<file path="config.mk">
export PLATFORM = sky130hd
export DESIGN_NAME = timer_8bit_pwm_mode
export DESIGN_NICKNAME = d
export VERILOG_FILES = /design/src/common/pwm_timer_pkg.sv /design/src/hdl/timer_8bit_pwm_mode.sv /design/src/hdl/source_clock_prescaler.sv
export SDC_FILE = /design/constraint.sdc
export NUM_CORES = 1
export LEC_CHECK = 0
export ABC_AREA = 1
export BUFFER_PORTS_ARGS = -buffer_cell sky130_fd_sc_hd__buf_2
export CORE_MARGIN = 1
export CORE_UTILIZATION = 31
export DETAILED_ROUTE_END_ITERATION = 12
export MAX_ROUTING_LAYER = met4
export PLACE_DENSITY = 0.53
export SLEW_MARGIN = 20
export SYNTH_ARGS = -nofsm -noshare
export SYNTH_HDL_FRONTEND = slang
export SYNTH_SLANG_ARGS = --single-unit
export TNS_END_PERCENT = 5
</file>
<file path="constraint.sdc">
create_clock -name clock_i -period 2 [get_ports clock_i]
set_input_delay 0.3 -clock clock_i [delete_from_list [all_inputs] [get_ports clock_i]]
set_output_delay 0.3 -clock clock_i [all_outputs]
set_load 0.03 [all_outputs]
</file>
<file path="src/common/pwm_timer_pkg.sv">
// Constants shared by the eight-bit PWM timer channel
package pwm_timer_pkg;

  // Register bus geometry
  localparam int unsigned ADDR_W = 4;
  localparam int unsigned DATA_W = 8;

  // Register offsets
  localparam logic [3:0] OFF_TIMER_PAIR_CONTROL = 4'h0;
  localparam logic [3:0] OFF_CHANNEL0_MODE      = 4'h1;
  localparam logic [3:0] OFF_DUTY_REGISTER      = 4'h2;
  localparam logic [3:0] OFF_STATUS             = 4'h3;
  localparam logic [3:0] OFF_COUNT              = 4'h4;

  // timer_pair_control fields
  localparam int unsigned CTL_RUN_BIT     = 0;
  localparam int unsigned CTL_PIN_FUN_BIT = 1;

  // channel0_mode_register fields
  localparam int unsigned MOD_INIT_LEVEL_BIT = 0;
  localparam int unsigned MOD_DBE_BIT        = 1;
  localparam int unsigned MOD_SLOW_DIV_BIT   = 2;
  localparam int unsigned MOD_CLK_SEL_LSB    = 4;
  localparam int unsigned CLK_SEL_W          = 3;

  // duty_register fields
  localparam int unsigned DUTY_W         = 7;
  localparam int unsigned DUTY_EXTRA_BIT = 7;

  // status fields
  localparam int unsigned STS_RUN_BIT   = 0;
  localparam int unsigned STS_LEVEL_BIT = 1;
  localparam int unsigned STS_PHASE_BIT = 2;
  localparam int unsigned STS_EXT_BIT   = 3;

  // Reset values
  localparam logic [7:0] CTL_RESET  = 8'h00;
  localparam logic [7:0] MOD_RESET  = 8'h00;
  localparam logic [7:0] DUTY_RESET = 8'h00;

  // Counter geometry: period is 128 source counts
  localparam int unsigned CNT_W       = 7;
  localparam logic [6:0]  CNT_LAST    = 7'h7f;
  localparam logic [6:0]  CNT_CLEAR   = 7'h00;

  // Prescaler geometry
  localparam int unsigned GEAR_DIV_W  = 11;
  localparam int unsigned LF_DIV_W    = 4;

  // Clock select codes
  localparam logic [2:0] CKS_DIV2048 = 3'h0;
  localparam logic [2:0] CKS_DIV1024 = 3'h1;
  localparam logic [2:0] CKS_DIV256  = 3'h2;
  localparam logic [2:0] CKS_DIV64   = 3'h3;
  localparam logic [2:0] CKS_DIV16   = 3'h4;
  localparam logic [2:0] CKS_DIV4    = 3'h5;
  localparam logic [2:0] CKS_DIV2    = 3'h6;
  localparam logic [2:0] CKS_DIV1    = 3'h7;

  // Low-frequency clock divider masks
  localparam logic [3:0] LF_MASK_DIV16 = 4'hf;
  localparam logic [3:0] LF_MASK_DIV8  = 4'h7;
  localparam logic [3:0] LF_MASK_DIV4  = 4'h3;

endpackage

</file>
<file path="src/hdl/timer_8bit_pwm_mode.sv">
// Eight-bit PWM mode of one timer channel with register port
`timescale 1ns/1ns
`default_nettype none
module timer_8bit_pwm_mode #(
  parameter int unsigned ADDR_W = pwm_timer_pkg::ADDR_W,
  parameter int unsigned DATA_W = pwm_timer_pkg::DATA_W
) (
  input  wire logic              clock_i,
  input  wire logic              resetn_i,
  input  wire logic [ADDR_W-1:0] addr_i,
  input  wire logic [DATA_W-1:0] wdata_i,
  input  wire logic              wr_i,
  input  wire logic              rd_i,
  output logic      [DATA_W-1:0] rdata_o,
  input  wire logic              low_freq_clock_i,
  input  wire logic              low_power_sleep_mode_i,
  output logic                   pwm_output_pin_o,
  output logic                   pwm_output_oe_o,
  output logic                   channel0_irq_o
);

  typedef enum logic [1:0] {
    ST_STOPPED = 2'b00,
    ST_COUNT   = 2'b01,
    ST_EXTEND  = 2'b10
  } run_state_t;

  run_state_t  state_r;
  run_state_t  state_nxt;
  logic [7:0]  ctl_r;
  logic [7:0]  mod_r;
  logic [6:0]  duty_act_r;
  logic        extra_act_r;
  logic [6:0]  duty_buf_r;
  logic        extra_buf_r;
  logic [6:0]  count_r;
  logic [6:0]  count_nxt;
  logic        level_r;
  logic        level_nxt;
  logic        phase_r;
  logic        phase_nxt;
  logic        matched_r;
  logic        matched_nxt;
  logic        irq_nxt;
  logic [7:0]  rdata_nxt;
  logic        source_tick;

  // Decoded control fields
  logic        channel0_run;
  logic        pin_function;
  logic        initial_level_select;
  logic        double_buffer_enable;
  logic        slow_divider_select;
  logic [2:0]  source_clock_select;
  logic        running;

  // Bus decode
  logic        wr_ctl;
  logic        wr_mod;
  logic        wr_duty;
  logic [6:0]  wr_duty_val;
  logic        wr_extra_val;
  logic        take_buffered;

  // Period events
  logic        duty_hit;
  logic        want_extend;
  logic        overflow;
  logic        even_overflow;
  logic        ext_done;
  logic [6:0]  duty_eff;

  assign channel0_run         = ctl_r[pwm_timer_pkg::CTL_RUN_BIT];
  assign pin_function         = ctl_r[pwm_timer_pkg::CTL_PIN_FUN_BIT];
  assign initial_level_select = mod_r[pwm_timer_pkg::MOD_INIT_LEVEL_BIT];
  assign double_buffer_enable = mod_r[pwm_timer_pkg::MOD_DBE_BIT];
  assign slow_divider_select  = mod_r[pwm_timer_pkg::MOD_SLOW_DIV_BIT];
  assign source_clock_select  = mod_r[pwm_timer_pkg::MOD_CLK_SEL_LSB +: pwm_timer_pkg::CLK_SEL_W];
  assign running              = (state_r != ST_STOPPED);

  assign wr_ctl       = wr_i & (addr_i == pwm_timer_pkg::OFF_TIMER_PAIR_CONTROL);
  // Mode settings are frozen while the timer runs
  assign wr_mod       = wr_i & (addr_i == pwm_timer_pkg::OFF_CHANNEL0_MODE) & ~running;
  assign wr_duty      = wr_i & (addr_i == pwm_timer_pkg::OFF_DUTY_REGISTER);
  assign wr_duty_val  = wdata_i[pwm_timer_pkg::DUTY_W-1:0];
  assign wr_extra_val = wdata_i[pwm_timer_pkg::DUTY_EXTRA_BIT];
  assign take_buffered = wr_duty & running & double_buffer_enable;

  // Prescaler runs only while counting
  source_clock_prescaler u_prescaler (
    .clock_i                (clock_i),
    .resetn_i               (resetn_i),
    .enable_i               (running),
    .source_clock_select_i  (source_clock_select),
    .slow_divider_select_i  (slow_divider_select),
    .low_power_sleep_mode_i (low_power_sleep_mode_i),
    .low_freq_clock_i       (low_freq_clock_i),
    .tick_o                 (source_tick)
  );

  // Unbuffered running write is seen by the comparator at once
  assign duty_eff      = (wr_duty & running & ~double_buffer_enable) ? wr_duty_val : duty_act_r;
  // Equality on the live count so a write equal to the count hits now
  assign duty_hit      = (state_r == ST_COUNT) & ~matched_r & (count_r == duty_eff);
  assign want_extend   = extra_act_r & phase_r;
  assign ext_done      = (state_r == ST_EXTEND) & source_tick;
  assign overflow      = running & source_tick & (count_r == pwm_timer_pkg::CNT_LAST) & ~ext_done;
  assign even_overflow = overflow & phase_r;
  assign irq_nxt       = even_overflow;

  // Counter, output level, phase and state
  always_comb begin
    state_nxt   = state_r;
    count_nxt   = count_r;
    level_nxt   = level_r;
    phase_nxt   = phase_r;
    matched_nxt = matched_r;
    case (state_r)
      ST_STOPPED: begin
        count_nxt   = pwm_timer_pkg::CNT_CLEAR;
        level_nxt   = initial_level_select;
        phase_nxt   = 1'b0;
        matched_nxt = 1'b0;
        if (channel0_run) begin
          state_nxt = ST_COUNT;
        end
      end
      ST_COUNT: begin
        if (duty_hit) begin
          matched_nxt = 1'b1;
          if (want_extend) begin
            state_nxt = ST_EXTEND;
          end else begin
            level_nxt = ~initial_level_select;
          end
        end
        if (overflow) begin
          count_nxt   = pwm_timer_pkg::CNT_CLEAR;
          level_nxt   = initial_level_select;
          phase_nxt   = ~phase_r;
          matched_nxt = 1'b0;
        end else if (source_tick) begin
          count_nxt = count_r + 7'h01;
        end
      end
      ST_EXTEND: begin
        if (source_tick) begin
          level_nxt = ~initial_level_select;
          state_nxt = ST_COUNT;
          if (count_r == pwm_timer_pkg::CNT_LAST) begin
            count_nxt   = pwm_timer_pkg::CNT_CLEAR;
            phase_nxt   = ~phase_r;
            matched_nxt = 1'b0;
          end else begin
            count_nxt = count_r + 7'h01;
          end
        end
      end
      default: begin
        state_nxt = ST_STOPPED;
      end
    endcase
    if (!channel0_run) begin
      state_nxt = ST_STOPPED;
      count_nxt = pwm_timer_pkg::CNT_CLEAR;
      level_nxt = initial_level_select;
    end
  end

  // Read data multiplexer
  always_comb begin
    rdata_nxt = 8'h00;
    if (rd_i) begin
      case (addr_i)
        pwm_timer_pkg::OFF_TIMER_PAIR_CONTROL: rdata_nxt = ctl_r;
        pwm_timer_pkg::OFF_CHANNEL0_MODE:      rdata_nxt = mod_r;
        pwm_timer_pkg::OFF_DUTY_REGISTER: begin
          if (double_buffer_enable) begin
            rdata_nxt = {extra_buf_r, duty_buf_r};
          end else begin
            rdata_nxt = {extra_act_r, duty_act_r};
          end
        end
        pwm_timer_pkg::OFF_STATUS: begin
          rdata_nxt[pwm_timer_pkg::STS_RUN_BIT]   = running;
          rdata_nxt[pwm_timer_pkg::STS_LEVEL_BIT] = level_r;
          rdata_nxt[pwm_timer_pkg::STS_PHASE_BIT] = phase_r;
          rdata_nxt[pwm_timer_pkg::STS_EXT_BIT]   = (state_r == ST_EXTEND);
        end
        pwm_timer_pkg::OFF_COUNT: rdata_nxt = {1'b0, count_r};
        default:                  rdata_nxt = 8'h00;
      endcase
    end
  end

  // Control and mode registers
  always_ff @(posedge clock_i or negedge resetn_i) begin
    if (!resetn_i) begin
      ctl_r <= pwm_timer_pkg::CTL_RESET;
      mod_r <= pwm_timer_pkg::MOD_RESET;
    end else begin
      if (wr_ctl) begin
        ctl_r <= wdata_i;
      end
      if (wr_mod) begin
        mod_r <= wdata_i;
      end
    end
  end

  // Duty registers: active compare value and buffer
  always_ff @(posedge clock_i or negedge resetn_i) begin
    if (!resetn_i) begin
      duty_act_r  <= pwm_timer_pkg::DUTY_RESET[6:0];
      extra_act_r <= pwm_timer_pkg::DUTY_RESET[7];
      duty_buf_r  <= pwm_timer_pkg::DUTY_RESET[6:0];
      extra_buf_r <= pwm_timer_pkg::DUTY_RESET[7];
    end else begin
      if (wr_duty) begin
        duty_buf_r  <= wr_duty_val;
        extra_buf_r <= wr_extra_val;
      end
      if (wr_duty & ~take_buffered) begin
        duty_act_r  <= wr_duty_val;
        extra_act_r <= wr_extra_val;
      end else if (even_overflow & double_buffer_enable) begin
        duty_act_r  <= duty_buf_r;
        extra_act_r <= extra_buf_r;
      end
    end
  end

  // Timer state
  always_ff @(posedge clock_i or negedge resetn_i) begin
    if (!resetn_i) begin
      state_r   <= ST_STOPPED;
      count_r   <= pwm_timer_pkg::CNT_CLEAR;
      level_r   <= 1'b0;
      phase_r   <= 1'b0;
      matched_r <= 1'b0;
    end else begin
      state_r   <= state_nxt;
      count_r   <= count_nxt;
      level_r   <= level_nxt;
      phase_r   <= phase_nxt;
      matched_r <= matched_nxt;
    end
  end

  // Registered outputs
  always_ff @(posedge clock_i or negedge resetn_i) begin
    if (!resetn_i) begin
      rdata_o          <= 8'h00;
      pwm_output_pin_o <= 1'b0;
      pwm_output_oe_o  <= 1'b0;
      channel0_irq_o   <= 1'b0;
    end else begin
      rdata_o          <= rdata_nxt;
      pwm_output_pin_o <= level_nxt;
      pwm_output_oe_o  <= pin_function;
      channel0_irq_o   <= irq_nxt;
    end
  end

endmodule // timer_8bit_pwm_mode
`default_nettype wire

</file>
<file path="src/hdl/source_clock_prescaler.sv">
// Source clock prescaler giving one count pulse per selected source period
`timescale 1ns/1ns
`default_nettype none
module source_clock_prescaler (
  input  wire logic       clock_i,
  input  wire logic       resetn_i,
  input  wire logic       enable_i,
  input  wire logic [2:0] source_clock_select_i,
  input  wire logic       slow_divider_select_i,
  input  wire logic       low_power_sleep_mode_i,
  input  wire logic       low_freq_clock_i,
  output logic            tick_o
);

  logic [10:0] gear_div_r;
  logic [10:0] gear_div_nxt;
  logic [3:0]  lf_div_r;
  logic [3:0]  lf_div_nxt;
  logic        lf_prev_r;
  logic        lf_rise;
  logic [10:0] gear_mask;
  logic [3:0]  lf_mask;
  logic        use_lf;
  logic        lf_valid;
  logic        gear_tick;
  logic        lf_tick;
  logic        tick_nxt;

  // Gear divider mask per select code
  function automatic logic [10:0] gear_mask_of(input logic [2:0] code);
    case (code)
      pwm_timer_pkg::CKS_DIV2048: gear_mask_of = 11'h7ff;
      pwm_timer_pkg::CKS_DIV1024: gear_mask_of = 11'h3ff;
      pwm_timer_pkg::CKS_DIV256:  gear_mask_of = 11'h0ff;
      pwm_timer_pkg::CKS_DIV64:   gear_mask_of = 11'h03f;
      pwm_timer_pkg::CKS_DIV16:   gear_mask_of = 11'h00f;
      pwm_timer_pkg::CKS_DIV4:    gear_mask_of = 11'h003;
      pwm_timer_pkg::CKS_DIV2:    gear_mask_of = 11'h001;
      default:                    gear_mask_of = 11'h000;
    endcase
  endfunction

  assign gear_mask    = gear_mask_of(source_clock_select_i);
  assign lf_rise      = low_freq_clock_i & ~lf_prev_r;
  // Low-frequency source: slow select on codes 000/001, sleep on 000/001/111
  assign use_lf       = low_power_sleep_mode_i |
                        (slow_divider_select_i & (source_clock_select_i[2:1] == 2'b00));
  assign lf_valid     = ~low_power_sleep_mode_i | (source_clock_select_i[2:1] == 2'b00) |
                        (source_clock_select_i == pwm_timer_pkg::CKS_DIV1);
  assign lf_mask      = (source_clock_select_i == pwm_timer_pkg::CKS_DIV2048) ? pwm_timer_pkg::LF_MASK_DIV16 :
                        (source_clock_select_i == pwm_timer_pkg::CKS_DIV1024) ? pwm_timer_pkg::LF_MASK_DIV8 :
                                                                              pwm_timer_pkg::LF_MASK_DIV4;
  assign gear_tick    = ((gear_div_r & gear_mask) == gear_mask);
  assign lf_tick      = lf_rise & ((lf_div_r & lf_mask) == lf_mask) & lf_valid;
  assign tick_nxt     = enable_i & (use_lf ? lf_tick : gear_tick);
  assign gear_div_nxt = enable_i ? gear_div_r + 11'h001 : 11'h000;
  assign lf_div_nxt   = ~enable_i ? 4'h0 : (lf_rise ? lf_div_r + 4'h1 : lf_div_r);

  always_ff @(posedge clock_i or negedge resetn_i) begin
    if (!resetn_i) begin
      gear_div_r <= 11'h000;
      lf_div_r   <= 4'h0;
      lf_prev_r  <= 1'b0;
      tick_o     <= 1'b0;
    end else begin
      gear_div_r <= gear_div_nxt;
      lf_div_r   <= lf_div_nxt;
      lf_prev_r  <= low_freq_clock_i;
      tick_o     <= tick_nxt;
    end
  end

endmodule // source_clock_prescaler
`default_nettype wire

</file>
# After elaboration in Yosys (flattened, before gate mapping)
# Index checks and enable logic that the tools add are counted.
word_totals:
  elab_cells: 140
  in_bits: 18
  out_inout_bits: 11
  ff_bits: 71
classes:
  add_sub_neg: 3
  n_eq_ne: 29
  mux: 42
  bitwise: 36
  n_reduce_logical: 12
ops:
  columns: ["cell", "n"]
  rows:
  - ["$pmux 11 s7", 1]
  - ["$mux 7", 8]
  - ["$and 1x1->1", 22]
  - ["$pmux 7 s3", 1]
  - ["$pmux 4 s5", 1]
  - ["$mux 8", 2]
  - ["$pmux 4 s4", 1]
  - ["$mux 1", 15]
  - ["$eq 3x3->1 const B", 4]
  - ["$mux 4", 3]
  - ["$reduce_and 4->1", 3]
  - ["$add 11x1->11 const B", 1]
  - ["$and 11x11->11", 1]
  - ["$eq 11x11->1", 1]
  - ["$mux 11", 1]
  - ["$ne 3x3->1 const B", 3]
  - ["$not 1->1", 9]
  - ["$pmux 1 s3", 3]
  - ["$eq 4x2->1 const B", 2]
  - ["$mux 2", 4]
  - ["$ne 4x4->1 const B", 2]
  - ["$add 7x1->7 const B", 1]
  - ["$eq 7x7->1", 1]
  - ["$eq 7x7->1 const B", 1]
  - ["other kinds (23)", 31]

# Logic depth before layout (Yosys ltp)
logic_depth:
  ltp_word: 11
  ltp_mapped: 16
  ltp_nobuf: 15

# Hierarchy
# Synthesis repeated with hierarchy kept, for this count alone.
unflattened:
  cells_unflattened: 524
  hier_area_um2: 3960.0
by_module_without_submodules:
  columns: ["module", "cells_each", "seq_area_each_um2", "area_each_um2", "n_inst"]
  rows:
  - ["timer_8bit_pwm_mode", 401, 1351.3, 3029.2, 1]
  - ["source_clock_prescaler", 123, 425.4, 930.9, 1]

# Least setup slack after synthesis
# OpenSTA, ideal clock, no wires.
synth_timing:
  kind: "register to register"
  from: "reg state_r[0]"
  to: "reg pwm_output_pin_o"
  n_path_buf: 1
  setup_ns: 0.118
  setup_slack_ns: 0.062
  path_stages_with_launch: 16
  required_time_ns: 1.882
  period_less_slack_ns: 1.938
  t_arrival_ns: 1.820
  path_cell_list: "dfrtp_1 -> inv_1 -> ha_1 -> nor2_2 -> nand3_2 -> buf_4 -> nand2_1 -> nand3_1 -> nand2_1 -> nand2_1 -> nor2_1 -> nand3_1 -> nand2_1 -> nand2_1 -> nand2_1 -> nand2_1"
synth_between:
  elab_chain_len: 8
  word_cells_on_any_way: 23
  cone_classes: "7 x eq/ne; 4 x mux; 9 x bitwise; 3 x reduce/logical"
synth_rtl:
  columns: ["item", "line_no", "text"]
  rows:
  - ["from (decl)", "timer_8bit_pwm_mode.sv:28", "run_state_t state_r;"]
  - ["from (signal assigned)", "timer_8bit_pwm_mode.sv:242", "state_r <= state_nxt;"]
  - ["$reduce_bool 2->1", "timer_8bit_pwm_mode.sv:79", "assign running = (state_r != ST_STOPPED);"]
  - ["$and 1x1->1 (2 in a row)", "timer_8bit_pwm_mode.sv:102", "assign duty_eff = (wr_duty & running & ~double_buffer_enable) ? wr_duty_val : duty_act_r;"]
  - ["$mux 7", "timer_8bit_pwm_mode.sv:102", null]
  - ["$eq 7x7->1", "timer_8bit_pwm_mode.sv:104", "assign duty_hit = (state_r == ST_COUNT) & ~matched_r & (count_r == duty_eff);"]
  - ["$and 1x1->1", "timer_8bit_pwm_mode.sv:104", null]
  - ["$ne 4x4->1 (no source line)", null, null]
  - ["$reduce_and 4->1 (no source line)", null, null]
  - ["to (signal assigned)", "timer_8bit_pwm_mode.sv:259", "pwm_output_pin_o <= level_nxt;"]
  - ["to (decl)", "timer_8bit_pwm_mode.sv:17", "output logic pwm_output_pin_o,"]
# Parallel ways exist; a longest one is shown, timed or not.
# A chain may end at the register's enable or synchronous reset.

# Worst setup path after layout
layout_timing:
  from: "reg state_r[1]"
  to: "reg state_r[0]"
layout_between:
  elab_chain_len: 8
  word_cells_on_any_way: 16
  cone_classes: "6 x eq/ne; 3 x mux; 4 x bitwise; 3 x reduce/logical"
layout_rtl:
  columns: ["item", "line_no"]
  rows:
  - ["$reduce_bool 2->1", "timer_8bit_pwm_mode.sv:79"]
  - ["$and 1x1->1 (2 in a row)", "timer_8bit_pwm_mode.sv:102"]
  - ["$mux 7", "timer_8bit_pwm_mode.sv:102"]
  - ["$eq 7x7->1", "timer_8bit_pwm_mode.sv:104"]
  - ["$and 1x1->1", "timer_8bit_pwm_mode.sv:104"]
  - ["$ne 3x3->1 (no source line)", null]
  - ["$reduce_and 3->1 (no source line)", null]
# Parallel ways exist; a longest one is shown, timed or not.

==> results.txt <==
The total wire length after detailed routing came out at 11,300 microns. Data on the critical path arrives at its endpoint at 2110 ps. The overall track demand over capacity in global routing is 0.195. The height of the chip is 113 microns.

Once detail routing completed, the nets flagged for antenna violations numbered 0. After clock tree synthesis, the clock-pin slew on the worst setup and hold paths is 60 ps. The final cycle utilization of the critical path is 0.939. The first routing iteration left 245 violations. The worst clock skew on the final layout came out at around 5.2 ps.

The total via count in the routed design is 3,628. The post-synthesis cell count is slightly below 500. The first global-routing pass estimated 18,200 microns of wire. The standard cell core area came out at around 12,000 sq um. The via count of the first global-routing pass is 3,476.

Routability-driven placement finished with a final weighted congestion of 0.922. The overall power consumption came out at 5.42 mW. The data required time at the worst endpoint is 2230 ps. The dominant register cell in the synthesized netlist is sky130_fd_sc_hd__dfrtp_1. The number of non-filler instances in the completed layout is 720.

The post-route cell area came out at between 4000 and 5000 sq um. The net count of the mapped netlist came out at 522. The number of warnings issued by yosys came out at 0.

The number of rows created at floorplan is 40. The async set-or-reset flop fraction in the synthesized netlist is 1.00. The post-synthesis sequential area ratio is 0.464.

The number of cells in the design after placement is around 700. The maximum operating frequency came out at 533 MHz. The root buffer cell chosen for the clock tree is sky130_fd_sc_hd__clkbuf_16. The unique cell type count in the Yosys netlist came out at 34.

The number of remaining DRC errors came out at 0. At the pin with the least slew margin, the transition time is 549 ps. Synthesis inferred 71 register bits. The setup TNS is 0 ps. The per-cell via count in the routed design came out at between 5 and 6. In this run, CTS created clock tree buffers numbering 9. The post-synth design cell area is 3830 sq um. The maximum number of buffers from clock root to sink came out at 2. The worst setup path is launched from a flip-flop. The count of maximum capacitance violations came out at 0. The flow ran to the end, and the final reports show no timing, DRC or antenna violations. The number of antenna violations at the first check in global routing came out at 0.

The first detailed-routing pass took 5 iterations. STA classifies the critical path endpoint as a flip-flop. Of the post-synthesis cell area, the dominant cell type holds 0.464. The final count of hold timing violations is 0. Dividing the detail-routed wire length by the instance count gives 15.7 microns. The die footprint is between 10,000 and 15,000 sq um. The static leakage power is 2.40 nW. The largest area contributor in the netlist is sky130_fd_sc_hd__dfrtp_1. The layout has 1,228 filler cells. The average instance in the mapped netlist occupies 7.72 sq um. Entering global routing, the biggest net connects 34 pins. The core occupancy in the finished layout is 0.409. The number of setup violations in the final report is 0.

The category of the critical setup timing path is flip-flop to flip-flop. The worst relative slew slack came out at 0.633. The remaining global-route overflow is 0. In the post-synthesis netlist, the biggest area contributors are sky130_fd_sc_hd__dfrtp_1 46%, sky130_fd_sc_hd__nand2_1 11%, sky130_fd_sc_hd__inv_1 7.0%.

Setup repair after global routing could not meet its margin everywhere. 0 antenna diodes ended up in the layout. The CTS H-tree depth is 3.

In this run the power density over the cells is 1100 nW/um^2. The clock latency on the worst-skew pair came out at 350 ps. The final critical-path required period came out at 1880 ps.

The initial core utilization is 0.319. The number of max-slew violations in the final report is 0. The number of enable-type register cells in the synthesized netlist is 0.

The total half-perimeter wirelength after legalization and detailed placement is around 8600 microns. The die width is 113 microns. The final net count came out at 594. The area added between synthesis and finish is 28.2%. In the final layout, the share of cells above drive strength 1 is 0.206. In this run the worst hold path is classified as primary input to flip-flop.

The count of input and output buffers is 28. The clock tree from TritonCTS is yes. In this run the worst path has a maximum fanout of 6. The worst-case IR drop observed on VDD is 0.000441 V. The number of primary I/O pins is 29. The placed instances occupy a cell area of 4410 sq um. Clock tree synthesis found a total of 71 sinks.
stage by stage:
| step | hold WS (ps) | worst slack (ps) |
|---|---|---|
| floorplan | 4.41 | 62.4 |
| global placement | 282 | -54.3 |
| detailed placement | 288 | -57.5 |
| CTS | 67.0 | 42.5 |
| global route | 80.3 | -43.4 |
| finish | 71.7 | 122 |
cell usage in the layout, fill, tap and decap left out, drive strengths merged:
| cell | synthesis | layout |
|---|---|---|
| dlygate4sd3 | 0 | 1 |
| nand2 | 110 | 110 |
| o2111ai | 1 | 1 |
| nor3 | 9 | 9 |
| nor2 | 44 | 44 |
| nand3 | 41 | 41 |
| o31ai | 1 | 1 |
| o21ai | 52 | 52 |
| dfrtp | 71 | 71 |
| o21a | 1 | 1 |
| o2bb2ai | 1 | 1 |
| inv | 75 | 76 |
| a21oi | 25 | 25 |
| ha | 8 | 8 |
| xor2 | 1 | 1 |
| a31oi | 5 | 5 |
| nand4 | 11 | 11 |
| bufinv | 0 | 2 |
| clkbuf | 7 | 10 |
| a221oi | 12 | 12 |
| nand3b | 2 | 2 |
| a211oi | 2 | 2 |
| nor4 | 1 | 1 |
| o22ai | 6 | 6 |
| o211ai | 1 | 1 |
| buf | 5 | 72 |
| o221ai | 3 | 3 |
| clkinv | 1 | 4 |
critical path: stages (launching register included):
cell and delay, ps:
sky130_fd_sc_hd__dfrtp_1 370, sky130_fd_sc_hd__inv_1 70, sky130_fd_sc_hd__ha_2 190, sky130_fd_sc_hd__nor2_4 140
sky130_fd_sc_hd__buf_4 160, sky130_fd_sc_hd__nand4_1 110, sky130_fd_sc_hd__nand3_1 110, sky130_fd_sc_hd__nand3_1 70
sky130_fd_sc_hd__nor2_1 100, sky130_fd_sc_hd__nand4_1 120, sky130_fd_sc_hd__nand2_1 120, sky130_fd_sc_hd__nand2_1 70
sky130_fd_sc_hd__nand2_1 60, sky130_fd_sc_hd__nand2_1 60
cells in the mapped netlist (all sizes together) (2+ instances only):
master  instances
nand2         110
inv            75
dfrtp          71
o21ai          52
nor2           44
nand3          41
a21oi          25
a221oi         12
nand4          11
nor3            9
ha              8
clkbuf          7
o22ai           6
a31oi           5
buf             5
o221ai          3
a211oi          2
nand3b          2
what timing repair did:
item	4_1_cts	5_1_grt
pin swaps	2	3
resized for setup	4	26
gates cloned	0	0
hold buffers	1	0
hold endpoints to repair	31	0
buffers inserted	2	4
setup endpoints to repair	1	14
worst paths after layout:
check                                  from                    end  slack, ps  depth (start not counted)
setup / recovery                 state_r[1]             state_r[0]        120                         13
hold / removal             low_freq_clock_i  u_prescaler.lf_prev_r         70                          1
setup reg to reg                 state_r[1]             state_r[0]        120                         13
hold reg to reg                    ctl_r[1]        pwm_output_oe_o        430                          0
max in group asynchronous          resetn_i             rdata_o[1]        990                          3
min in group asynchronous          resetn_i             count_r[0]        440                          2
registers in the layout, indices dropped and copies added (netlist names), 2 cells and up:
register and flops:
mod_r 8, count_r 7, duty_act_r 7, state_r 2, u_prescaler.lf_div_r 4, rdata_o 8, ctl_r 8, duty_buf_r 7
u_prescaler.gear_div_r 11
power breakdown:
group | internal (mW) | switching, mW
clock | 1.13 | 0.677
combinational | 0.643 | 1.05
sequential | 1.69 | 0.222
total | 3.47 | 1.95
per-layer routing:
| metal | global-route usage | up-vias | wire length [microns] |
|---|---|---|---|
| li1 | - | 1809 | - |
| met4 | 0.0868 | 0 | 259 |
| met3 | 0.0295 | 17 | 491 |
| met5 | - | - | 0 |
| met2 | 0.300 | 92 | 5180 |
| met1 | 0.256 | 1710 | 5380 |
layout make-up:
type                    count  area [sq um]  share of cell area
clock inverters             6          91.3              0.0186
well taps                 147           184              0.0375
clock buffers              10           239              0.0487
multi-input cells         337          1820               0.370
flip-flops and latches     71          1780               0.362
inverters                  76           285              0.0581
repair buffers             73           515               0.105
kinds of logic (layout without fill, tap and decap cells):
family                   after synthesis  count (layout)  synth area share
adder cells (fa/ha/maj)                8               8            0.0261
AND/OR/NAND/NOR                      218             218             0.252
flip-flops                            71              71             0.464
XOR/XNOR                               1               1           0.00229
AO/OA/AOI/OAI                        110             110             0.167
buffers and inverters                 88             165            0.0886
Note: power is estimated with default switching activity, not from simulation.
